`src/verilog/gpsp_defines.vh`:
```
// Constants for the sixteen-pin general-purpose port
`ifndef GPSP_DEFINES_VH
`define GPSP_DEFINES_VH

`define GPSP_ADDR_W        25
`define GPSP_OFS_ENABLE    25'h1b00000
`define GPSP_OFS_DIRECTION 25'h1b00004
`define GPSP_OFS_VALUE     25'h1b00008
`define GPSP_OFS_RISE_FLG  25'h1b00010
`define GPSP_OFS_RISE_MSK  25'h1b00014
`define GPSP_OFS_FALL_FLG  25'h1b00018
`define GPSP_OFS_FALL_MSK  25'h1b0001c
`define GPSP_OFS_GLOBAL    25'h1b00020
`define GPSP_OFS_POLARITY  25'h1b00024

`define GPSP_PINS          16
`define GPSP_RST_ENABLE    16'h01f9
`define GPSP_RST_DIRECTION 16'h0000
`define GPSP_RST_ZERO16    16'h0000
`define GPSP_RST_GLOBAL    4'h0

`define GPSP_GC_W          4
`define GPSP_GC_AND        0
`define GPSP_GC_VALUE      1
`define GPSP_GC_INT_EN     2
`define GPSP_GC_PASS       3

`define GPSP_MIN_HOLD_IRQ  8
`define GPSP_MIN_HOLD_POLL 12

`endif

```
`src/verilog/gpsp_top.v`:
```
// Sixteen-pin general-purpose port with change detection and events
`timescale 1ns/1ps
`default_nettype none
`include "gpsp_defines.vh"
module gpsp_top #(
   parameter PINS = `GPSP_PINS
) (
   input  wire                    ref_clk_i,
   input  wire                    rst_i,
   input  wire                    cfg_req_i,
   input  wire                    cfg_wr_i,
   input  wire [`GPSP_ADDR_W-1:0] cfg_addr_i,
   input  wire [31:0]             cfg_wdata_i,
   output reg  [31:0]             cfg_rdata_o,
   output reg                     cfg_ack_o,
   output reg                     cfg_err_o,
   input  wire [PINS-1:0]         port_input_pin_i,
   output reg  [PINS-1:0]         port_output_pin_o,
   output reg  [PINS-1:0]         port_pins_oe_n_o,
   output reg  [PINS-1:0]         pin_event_o,
   output reg                     cpu_int_o,
   output reg                     dma_event_o
);
   reg  [PINS-1:0]          pin_enable_q;
   reg  [PINS-1:0]          pin_direction_q;
   reg  [PINS-1:0]          out_latch_q;
   reg  [PINS-1:0]          rise_flg_q;
   reg  [PINS-1:0]          rise_msk_q;
   reg  [PINS-1:0]          fall_flg_q;
   reg  [PINS-1:0]          fall_msk_q;
   reg  [`GPSP_GC_W-1:0]    global_q;
   reg  [PINS-1:0]          polarity_q;
   reg  [PINS-1:0]          lvl_prev_q;
   reg                      combined_prev_q;

   wire [PINS-1:0]          lvl;
   wire [PINS-1:0]          in_pins;
   wire [PINS-1:0]          out_pins;
   wire [PINS-1:0]          rise_evt;
   wire [PINS-1:0]          fall_evt;
   wire [PINS-1:0]          delta_hits;
   wire [PINS-1:0]          value_hits;
   wire [PINS-1:0]          sel_hits;
   wire [PINS-1:0]          sel_mask;
   wire [PINS-1:0]          value_read;
   wire                     combined;
   wire                     wr;
   wire                     rd;
   reg                      hit;
   reg  [31:0]              rdata_d;

   // Pins pass the three-stage synchroniser before any use
   gpsp_sync #(
      .WIDTH (PINS)
   ) u_sync (
      .ref_clk_i (ref_clk_i),
      .rst_i     (rst_i),
      .async_i   (port_input_pin_i),
      .level_o   (lvl)
   );

   // Pin roles from enable and direction
   assign in_pins  = pin_enable_q & ~pin_direction_q;
   assign out_pins = pin_enable_q & pin_direction_q;

   // Change detection on enabled input pins only
   assign rise_evt = in_pins & lvl & ~lvl_prev_q;
   assign fall_evt = in_pins & ~lvl & lvl_prev_q;

   // Event modes: delta or value, combined by OR or AND
   assign delta_hits = (rise_flg_q & rise_msk_q) | (fall_flg_q & fall_msk_q);
   assign value_hits = (lvl ^ polarity_q) & rise_msk_q & in_pins;
   assign sel_mask   = global_q[`GPSP_GC_VALUE] ? rise_msk_q : (rise_msk_q | fall_msk_q);
   assign sel_hits   = global_q[`GPSP_GC_VALUE] ? value_hits : delta_hits;
   assign combined   = global_q[`GPSP_GC_AND]
                       ? ((sel_mask != {PINS{1'b0}}) && ((sel_hits & sel_mask) == sel_mask))
                       : (sel_hits != {PINS{1'b0}});

   // Read value: input level for inputs, latch for outputs
   assign value_read = (in_pins & lvl) | (out_pins & out_latch_q);

   // Register bus strobes
   assign wr = cfg_req_i & cfg_wr_i;
   assign rd = cfg_req_i & ~cfg_wr_i;

   // Read decode with unmapped flag
   always @* begin
      hit     = 1'b1;
      rdata_d = 32'h00000000;
      case (cfg_addr_i)
         `GPSP_OFS_ENABLE: begin
            rdata_d[PINS-1:0] = pin_enable_q;
         end
         `GPSP_OFS_DIRECTION: begin
            rdata_d[PINS-1:0] = pin_direction_q;
         end
         `GPSP_OFS_VALUE: begin
            rdata_d[PINS-1:0] = value_read;
         end
         `GPSP_OFS_RISE_FLG: begin
            rdata_d[PINS-1:0] = rise_flg_q;
         end
         `GPSP_OFS_RISE_MSK: begin
            rdata_d[PINS-1:0] = rise_msk_q;
         end
         `GPSP_OFS_FALL_FLG: begin
            rdata_d[PINS-1:0] = fall_flg_q;
         end
         `GPSP_OFS_FALL_MSK: begin
            rdata_d[PINS-1:0] = fall_msk_q;
         end
         `GPSP_OFS_GLOBAL: begin
            rdata_d[`GPSP_GC_W-1:0] = global_q;
         end
         `GPSP_OFS_POLARITY: begin
            rdata_d[PINS-1:0] = polarity_q;
         end
         default: begin
            hit = 1'b0;
         end
      endcase
   end

   // Bus answer, one cycle after the request
   always @(posedge ref_clk_i) begin
      if (rst_i) begin
         cfg_rdata_o <= 32'h00000000;
         cfg_ack_o   <= 1'b0;
         cfg_err_o   <= 1'b0;
      end else begin
         cfg_ack_o   <= cfg_req_i;
         cfg_err_o   <= cfg_req_i & ~hit;
         if (rd) begin
            cfg_rdata_o <= hit ? rdata_d : 32'h00000000;
         end
      end
   end

   // Configuration registers
   always @(posedge ref_clk_i) begin
      if (rst_i) begin
         pin_enable_q    <= `GPSP_RST_ENABLE;
         pin_direction_q <= `GPSP_RST_DIRECTION;
         out_latch_q     <= `GPSP_RST_ZERO16;
         rise_msk_q      <= `GPSP_RST_ZERO16;
         fall_msk_q      <= `GPSP_RST_ZERO16;
         global_q        <= `GPSP_RST_GLOBAL;
         polarity_q      <= `GPSP_RST_ZERO16;
      end else if (wr) begin
         case (cfg_addr_i)
            `GPSP_OFS_ENABLE: begin
               pin_enable_q <= cfg_wdata_i[PINS-1:0];
            end
            `GPSP_OFS_DIRECTION: begin
               pin_direction_q <= cfg_wdata_i[PINS-1:0];
            end
            `GPSP_OFS_VALUE: begin
               out_latch_q <= cfg_wdata_i[PINS-1:0];
            end
            `GPSP_OFS_RISE_MSK: begin
               rise_msk_q <= cfg_wdata_i[PINS-1:0];
            end
            `GPSP_OFS_FALL_MSK: begin
               fall_msk_q <= cfg_wdata_i[PINS-1:0];
            end
            `GPSP_OFS_GLOBAL: begin
               global_q <= cfg_wdata_i[`GPSP_GC_W-1:0];
            end
            `GPSP_OFS_POLARITY: begin
               polarity_q <= cfg_wdata_i[PINS-1:0];
            end
            default: begin
               out_latch_q <= out_latch_q;
            end
         endcase
      end
   end

   // Change flags: write one to clear, a new change wins
   always @(posedge ref_clk_i) begin
      if (rst_i) begin
         rise_flg_q <= `GPSP_RST_ZERO16;
         fall_flg_q <= `GPSP_RST_ZERO16;
         lvl_prev_q <= `GPSP_RST_ZERO16;
      end else begin
         lvl_prev_q <= lvl;
         if (wr && (cfg_addr_i == `GPSP_OFS_RISE_FLG)) begin
            rise_flg_q <= (rise_flg_q & ~cfg_wdata_i[PINS-1:0]) | rise_evt;
         end else begin
            rise_flg_q <= rise_flg_q | rise_evt;
         end
         if (wr && (cfg_addr_i == `GPSP_OFS_FALL_FLG)) begin
            fall_flg_q <= (fall_flg_q & ~cfg_wdata_i[PINS-1:0]) | fall_evt;
         end else begin
            fall_flg_q <= fall_flg_q | fall_evt;
         end
      end
   end

   // Pin drive and event outputs
   always @(posedge ref_clk_i) begin
      if (rst_i) begin
         port_output_pin_o <= `GPSP_RST_ZERO16;
         port_pins_oe_n_o  <= ~`GPSP_RST_ZERO16;
         pin_event_o       <= `GPSP_RST_ZERO16;
         combined_prev_q   <= 1'b0;
         cpu_int_o         <= 1'b0;
         dma_event_o       <= 1'b0;
      end else begin
         port_output_pin_o <= out_latch_q & out_pins;
         port_pins_oe_n_o  <= ~out_pins;
         if (global_q[`GPSP_GC_PASS]) begin
            pin_event_o <= (lvl ^ polarity_q) & in_pins;
         end else begin
            pin_event_o <= `GPSP_RST_ZERO16;
         end
         combined_prev_q <= combined;
         cpu_int_o   <= global_q[`GPSP_GC_INT_EN] & combined & ~combined_prev_q;
         dma_event_o <= global_q[`GPSP_GC_INT_EN] & combined & ~combined_prev_q;
      end
   end
endmodule
`default_nettype wire

```
`src/verilog/gpsp_sync.v`:
```
// Three-stage input synchroniser with agreement filter
`timescale 1ns/1ps
`default_nettype none
module gpsp_sync #(
   parameter WIDTH = 16
) (
   input  wire             ref_clk_i,
   input  wire             rst_i,
   input  wire [WIDTH-1:0] async_i,
   output wire [WIDTH-1:0] level_o
);
   genvar g;
   generate
      for (g = 0; g < WIDTH; g = g + 1) begin : g_bit
         reg s1_q;
         reg s2_q;
         reg s3_q;
         reg lvl_q;
         always @(posedge ref_clk_i) begin
            if (rst_i) begin
               s1_q  <= 1'b0;
               s2_q  <= 1'b0;
               s3_q  <= 1'b0;
               lvl_q <= 1'b0;
            end else begin
               s1_q <= async_i[g];
               s2_q <= s1_q;
               s3_q <= s2_q;
               // Change counts once stages two and three agree
               if (s2_q == s3_q) begin
                  lvl_q <= s3_q;
               end
            end
         end
         assign level_o[g] = lvl_q;
      end
   endgenerate
endmodule
`default_nettype wire

```
`config.mk`:
```
export PLATFORM = sky130hd
export DESIGN_NAME = gpsp_top
export DESIGN_NICKNAME = d
export VERILOG_FILES = /design/src/verilog/gpsp_top.v /design/src/verilog/gpsp_sync.v
export VERILOG_INCLUDE_DIRS = /design/src /design/src/verilog
export SDC_FILE = /design/constraint.sdc
export NUM_CORES = 1
export LEC_CHECK = 0
export ABC_AREA = 1
export BUFFER_PORTS_ARGS = -buffer_cell sky130_fd_sc_hd__clkbuf_2
export CAP_MARGIN = 15
export CORE_MARGIN = 2
export CORE_UTILIZATION = 60
export CTS_BUF_LIST = sky130_fd_sc_hd__clkbuf_8
export DETAILED_ROUTE_END_ITERATION = 6
export GPL_TIMING_DRIVEN = 0
export PLACE_DENSITY_LB_ADDON = 0.25
export SETUP_SLACK_MARGIN = 0.2
export SYNTH_ARGS = -nofsm -noshare
export SYNTH_HDL_FRONTEND = slang
export SYNTH_SLANG_ARGS = --single-unit
```
`constraint.sdc`:
```
create_clock -name ref_clk_i -period 1.75 [get_ports ref_clk_i]
set_input_delay 0.175 -clock ref_clk_i [delete_from_list [all_inputs] [get_ports ref_clk_i]]
set_output_delay 0.175 -clock ref_clk_i [all_outputs]
set_load 0.02 [all_outputs]
```
Yosys cells after proc, flatten, opt, wreduce, memory -nomap -nowiden
Index checks and enable logic that the tools add are counted.
{"block": "word_totals", "register_bits": 296, "latchBits": 0, "ramBits": 0, "mem_bits_ro": 0, "output_inout_bits": 84, "wordCells": 168, "memories": 0}
{"block": "classes", "addsub": 0, "n_mul": 0, "div_mod_pow": 0, "order_cmp": 0, "eq_ne": 26, "shifts": 0, "muxes": 9, "n_bitwise": 37, "reduce_logical": 14}
{"cell": "bitwise AND 16 bit", "n": 15}
{"cell": "equality test 25 bit (second input constant)", "n": 9}
{"cell": "OR 16 bit", "n": 7}
{"cell": "one-hot mux 12 bit (8 select lines)", "n": 1}
{"cell": "2-to-1 mux 16 bit", "n": 5}
{"cell": "inverter 16 bit", "n": 5}
{"cell": "one-hot mux 4 bit (9 select lines)", "n": 1}
{"cell": "nonzero test 16 bit", "n": 2}
{"cell": "equality test 1 bit", "n": 16}
{"cell": "equality test 16 bit", "n": 1}
{"cell": "XOR 16 bit", "n": 1}
{"cell": "AND reduction 2 bit", "n": 7}
{"cell": "OR reduction 9 bit", "n": 1}
{"cell": "bitwise AND 1 bit", "n": 5}
{"cell": "inverter 1 bit", "n": 4}
{"cell": "logical AND 1 bit", "n": 3}
{"cell": "2-to-1 mux 1 bit", "n": 2}
{"cell": "OR reduction 2 bit", "n": 1}

Logic depth before layout (Yosys ltp)
{"block": "depth", "word_depth": 10, "ltp_mapped": 15, "depth_no_buf": 14}

By module
From an unflattened synthesis, not the netlist that was laid out.
{"block": "unflattened", "hier_cells": 1750, "hier_area_um2": 12339.3}
{"module": "gpsp_top", "instances": 1, "cells_each": 1519, "area_per_inst_um2": 10306.1, "seq_area_each_um2": 4324.1}
{"module": "gpsp_sync", "instances": 1, "cells_each": 231, "area_per_inst_um2": 2033.2, "seq_area_each_um2": 1281.2}

Worst setup path after synthesis
OpenSTA, ideal clock, no wires.
{"block": "synth_path", "path_kind": "input to register", "start": "input cfg_addr_i[15]", "end": "register pin_direction_q[10]", "setup_time_ps": 119, "arrival_time_ps": 1369, "required_ps": 1631, "path_slack_ps": 262, "cell_stages": 10, "path_buffers": 2, "cell_sequence": "nor2_2 nand2_1 nor2_4 nand2_1 nor2_2 buf_6 nand3_4 buf_2 o21ai_0 a21oi_1"}
{"block": "synth_between", "elab_chain_cells": 2}
{"element": "start, declared", "line_no": "gpsp_top.v:12", "rtl": "input wire [`GPSP_ADDR_W-1:0] cfg_addr_i,"}
{"element": "equality test 25 bit", "line_no": "gpsp_top.v:150", "rtl": "case (cfg_addr_i)"}
{"element": "AND reduction 2 bit (no line)"}
{"element": "end signal, assigned", "line_no": "gpsp_top.v:143", "rtl": "pin_direction_q <= `GPSP_RST_DIRECTION;"}
{"element": "end signal, assigned", "line_no": "gpsp_top.v:155", "rtl": "pin_direction_q <= cfg_wdata_i[PINS-1:0];"}
{"element": "end, declared", "line_no": "gpsp_top.v:25", "rtl": "reg [PINS-1:0] pin_direction_q;"}
Every way passes these cells.
A chain may end at the register's enable or synchronous reset.

Final worst setup path
{"block": "layout_path", "start": "register pin_enable_q[8]", "end": "register dma_event_o"}
{"block": "layout_between", "elab_chain_cells": 9}
{"element": "start, declared", "line_no": "gpsp_top.v:24", "rtl": "reg [PINS-1:0] pin_enable_q;"}
{"element": "start signal, assigned", "line_no": "gpsp_top.v:142", "rtl": "pin_enable_q <= `GPSP_RST_ENABLE;"}
{"element": "start signal, assigned", "line_no": "gpsp_top.v:152", "rtl": "pin_enable_q <= cfg_wdata_i[PINS-1:0];"}
{"element": "bitwise AND 16 bit *", "line_no": "gpsp_top.v:63", "rtl": "assign in_pins = pin_enable_q & ~pin_direction_q;"}
{"element": "bitwise AND 16 bit *", "line_no": "gpsp_top.v:72", "rtl": "assign value_hits = (lvl ^ polarity_q) & rise_msk_q & in_pins;"}
{"element": "2-to-1 mux 16 bit *", "line_no": "gpsp_top.v:74", "rtl": "assign sel_hits = global_q[`GPSP_GC_VALUE] ? value_hits : delta_hits;"}
{"element": "bitwise AND 16 bit", "line_no": "gpsp_top.v:76", "rtl": "? ((sel_mask != {PINS{1'b0}}) && ((sel_hits & sel_mask) == sel_mask))"}
{"element": "equality test 16 bit", "line_no": "gpsp_top.v:76"}
{"element": "logical AND 1 bit", "line_no": "gpsp_top.v:76"}
{"element": "2-to-1 mux 1 bit *", "line_no": "gpsp_top.v:75", "rtl": "assign combined = global_q[`GPSP_GC_AND]"}
{"element": "bitwise AND 1 bit * (2 in series)", "line_no": "gpsp_top.v:219", "rtl": "dma_event_o <= global_q[`GPSP_GC_INT_EN] & combined & ~combined_prev_q;"}
{"element": "end signal, assigned", "line_no": "gpsp_top.v:219"}
{"element": "end, declared", "line_no": "gpsp_top.v:22", "rtl": "output reg dma_event_o"}
Every way passes the cells marked *; elsewhere a longest branch is shown, timed or not.

==> run metrics <==
CP dominant cell by count nand2_1; RSZ-0062 raised after global routing true; FFs w/ async S/R, synth 0; first-pass GRT wire length approximately 67000 µm; wire per inst 19.7 µm; Clock Latency Late Sink 0.57 ns; number of global-route vias before repair around 12000; Max FO, Critical Path 5; final worst path period share 1.01; Antenna Nets Post-Route 0; Worst Slack Setup Final -0.0142 ns; fillers 1553; htree depth 2; # setup viols final 1; Max stage delay on crit path ~0.37 ns; Avg Vias per Cell roughly 5.6; total wire length between 40000 and 50000 µm; PortBufs around 130; count leader, synth nand2_1; Unique masters post-synth 39; root buf cell clkbuf_8; Storage cell area 0.00562 mm²; DIE AREA 0.0218 mm²; fraction of layout cells with a size suffix above 1 0.195; slowest CP cell dfxtp_2; largest net degree at the start of global routing 12; status finished with violations; crit path cell chain inv_1, nor2_4, nand4_1, nand3_1, nand2_1, inv_1, nand2_1, nor2_2, nand3_1, nand2_1, nand2_2, nor2_2; hold worst-path end pin_enable_q[11]; Cell Pwr Density approximately 850 mW/mm²; antenna violations before repair 0; Max Slew Vio Count 0; slack of the worst reg-to-reg path -0.01 ns; kind of critical path reg2reg; top cell type's share of synthesized area 0.453; FP Rows 52; HP Start cfg_wdata_i[11]; Clock Sinks 280; chip height between 100 and 150 µm; number of synthesized flops with an enable pin 0; Yosys warnings 0; Final min period 1.76 ns; diodes inserted 0; drc violations 0; Combinational Power Share 0.050; top post-synthesis cells by count nand2_1 (315), dfxtp_1 (280), inv_1 (266), nor2_1 (228), nand3_1 (226); Synth area leaders dfxtp_1 (45%), nand2_1 (9.5%), nand3_1 (9.1%); area of the mapped netlist about 0.012 mm²; Mapped Cells approximately 1800; core area between 0.02 and 0.025 mm²; global route overflow 0; Starting Density 0.612; CP endpoint kind register; FF-to-FF path depth 12; Internal Pwr Total between 0.009 and 0.01 W; Final GP Congestion roughly 1; RR Endpoint dma_event_o; CTS tree yes; Top FF cell, synth dfxtp_1; initial detailed-routing violation count between 1000 and 1500; Critical path origin pin_enable_q[8]; Hold WC Path Type in2reg; clk_skew ~0.033 ns; IO Pins 161; max-cap violations 0; Multi-input gate area between 0.005 and 0.006 mm²; Layout area overhead 21.7%; dpl hpwl 31800 µm; CTS max path bufs 3; final net count 2067; final hold violations 0; worst hold path cell count 3; Peak VDD IR 0.996 mV; r2r startpoint pin_enable_q[8]; Fmax 567 MHz; Mean Syn Cell Area ~7.0 µm²; Reg power frac 0.503; Vias about 13000; width of the die 148 µm; clock power share 0.448; Tot Pwr ~0.013 W; gr usage total 0.407; Min Hold Slack 0.0287 ns; sequential area share after synthesis 0.453; failing checks setup timing; Startpoint Class register; transition time of the tightest slew-check pin just over 0.9 ns; switching power just over 0.003 W; total CTS buffers 45; Req. time, crit path approximately 2.2 ns; P_leak 7.16 nW; slew margin rel. 0.377; Synth Register Bits 280; Worst Path Arrival 2.25 ns; First-pass DRT Iterations 7; post-synth top area cell dfxtp_1; Net Sw Frac 0.240; Reg clk slew, reported paths 0.06 ns
worst max-delay path, delay by kind of cell (launching register included):
family | cells | cell delay [ns]
simple gates | 10 | 1.17
buf+inv | 2 | 0.14
flops | 1 | 0.37
power groups by stage:
| stage | registers (W) | logic, W | clock network (W) |
|---|---|---|---|
| after CTS | 0.00645 | 0.000592 | 0.00571 |
| after global placement | 0.00659 | 0.000541 | 0 |
| after floorplan | 0.00659 | 0.000296 | 0 |
| after global routing | 0.00645 | 0.000676 | 0.00597 |
| after detailed placement | 0.00659 | 0.000554 | 0 |
| final | 0.00645 | 0.000638 | 0.00575 |
cell usage in the layout (no fill, tap or decap), types with 16 or more instances in the layout:
cell type	n
nand2_1	297
inv_1	271
dfxtp_1	271
nand3_1	222
nor2_1	208
clkbuf_2	133
a21oi_1	125
o21ai_0	103
clkbuf_8	52
o21ai_1	39
buf_4	32
buf_2	19
nor2_4	18
clkbuf_1	18
dlygate4sd3_1	17
conb_1	16
cells by family (layout without fill, tap and decap cells):
kind of cell | Yosys count | in the layout | synth area share
other cells | 1 | 16 | 0.000303
xor+xnor | 3 | 3 | 0.00212
buf+inv | 368 | 602 | 0.128
flops | 280 | 280 | 0.453
compound gates | 297 | 297 | 0.125
simple gates | 819 | 819 | 0.292
how the worst max path moves through the flow:
stage	cells past startpoint	to	slack, ns
detailed placement	5	port_output_pin_o[1]	-0.69
global route	15	dma_event_o	-0.09
floorplan	10	pin_direction_q[10]	0.26
finish	12	dma_event_o	-0.01
CTS	14	combined_prev_q	0.04
global placement	5	cfg_err_o	-0.66
metrics by stage:
stage	TNS (ns)	util	cell area, µm²	instances	setup slack (ns)
6_report	-0.0142	0.744	15100	2287	-0.0142
5_1_grt	-0.160	0.744	15100	2287	-0.0878
4_1_cts	0	0.729	14800	2279	0.0430
3_5_place_dp	-40.43	0.663	13400	2181	-0.691
3_3_place_gp	-34.02	0.663	13400	2181	-0.663
2_1_floorplan	0	-	12400	1783	0.262
flip-flops by register name (all words and copies together), names as in the netlist:
register,cells
cfg_rdata_o,16
fall_flg_q,16
fall_msk_q,16
lvl_prev_q,16
out_latch_q,16
pin_direction_q,16
pin_enable_q,16
pin_event_o,16
polarity_q,16
port_output_pin_o,16
port_pins_oe_n_o,16
rise_flg_q,16
rise_msk_q,16
u_sync.g_bit.lvl_q,16
u_sync.g_bit.s1_q,16
u_sync.g_bit.s2_q,16
u_sync.g_bit.s3_q,16
global_q,4
cfg_ack_o,1
cfg_err_o,1
combined_prev_q,1
dma_event_o,1
routing by layer:
metal,global-route usage,vias up,part of all wire
met2,0.626,842,0.44
met3,0.0951,145,0.12
met5,0,-,0
met1,0.544,5757,0.40
li1,-,6035,-
met4,0.189,0,0.040
cell type report:
type,instances,share of cell area
Clock buffer,52,0.0475
Clock inverter,22,0.0120
Timing Repair Buffer,160,0.0659
Buffer,93,0.0410
Tap cell,270,0.0224
Sequential cell,280,0.373
Multi-Input combinational cell,1135,0.368
Inverter,275,0.0694
what timing repair did:
item                                   in CTS  in global routing
setup endpoints to repair                  40                 55
hold buffers                               17                  0
pin swaps                                  13                 27
resized for setup                          70                 85
endpoints found under the hold margin      18                  0
gates cloned                                2                  0
buffers inserted                            5                  8
No activity file was read; power rests on OpenSTA's default activity.
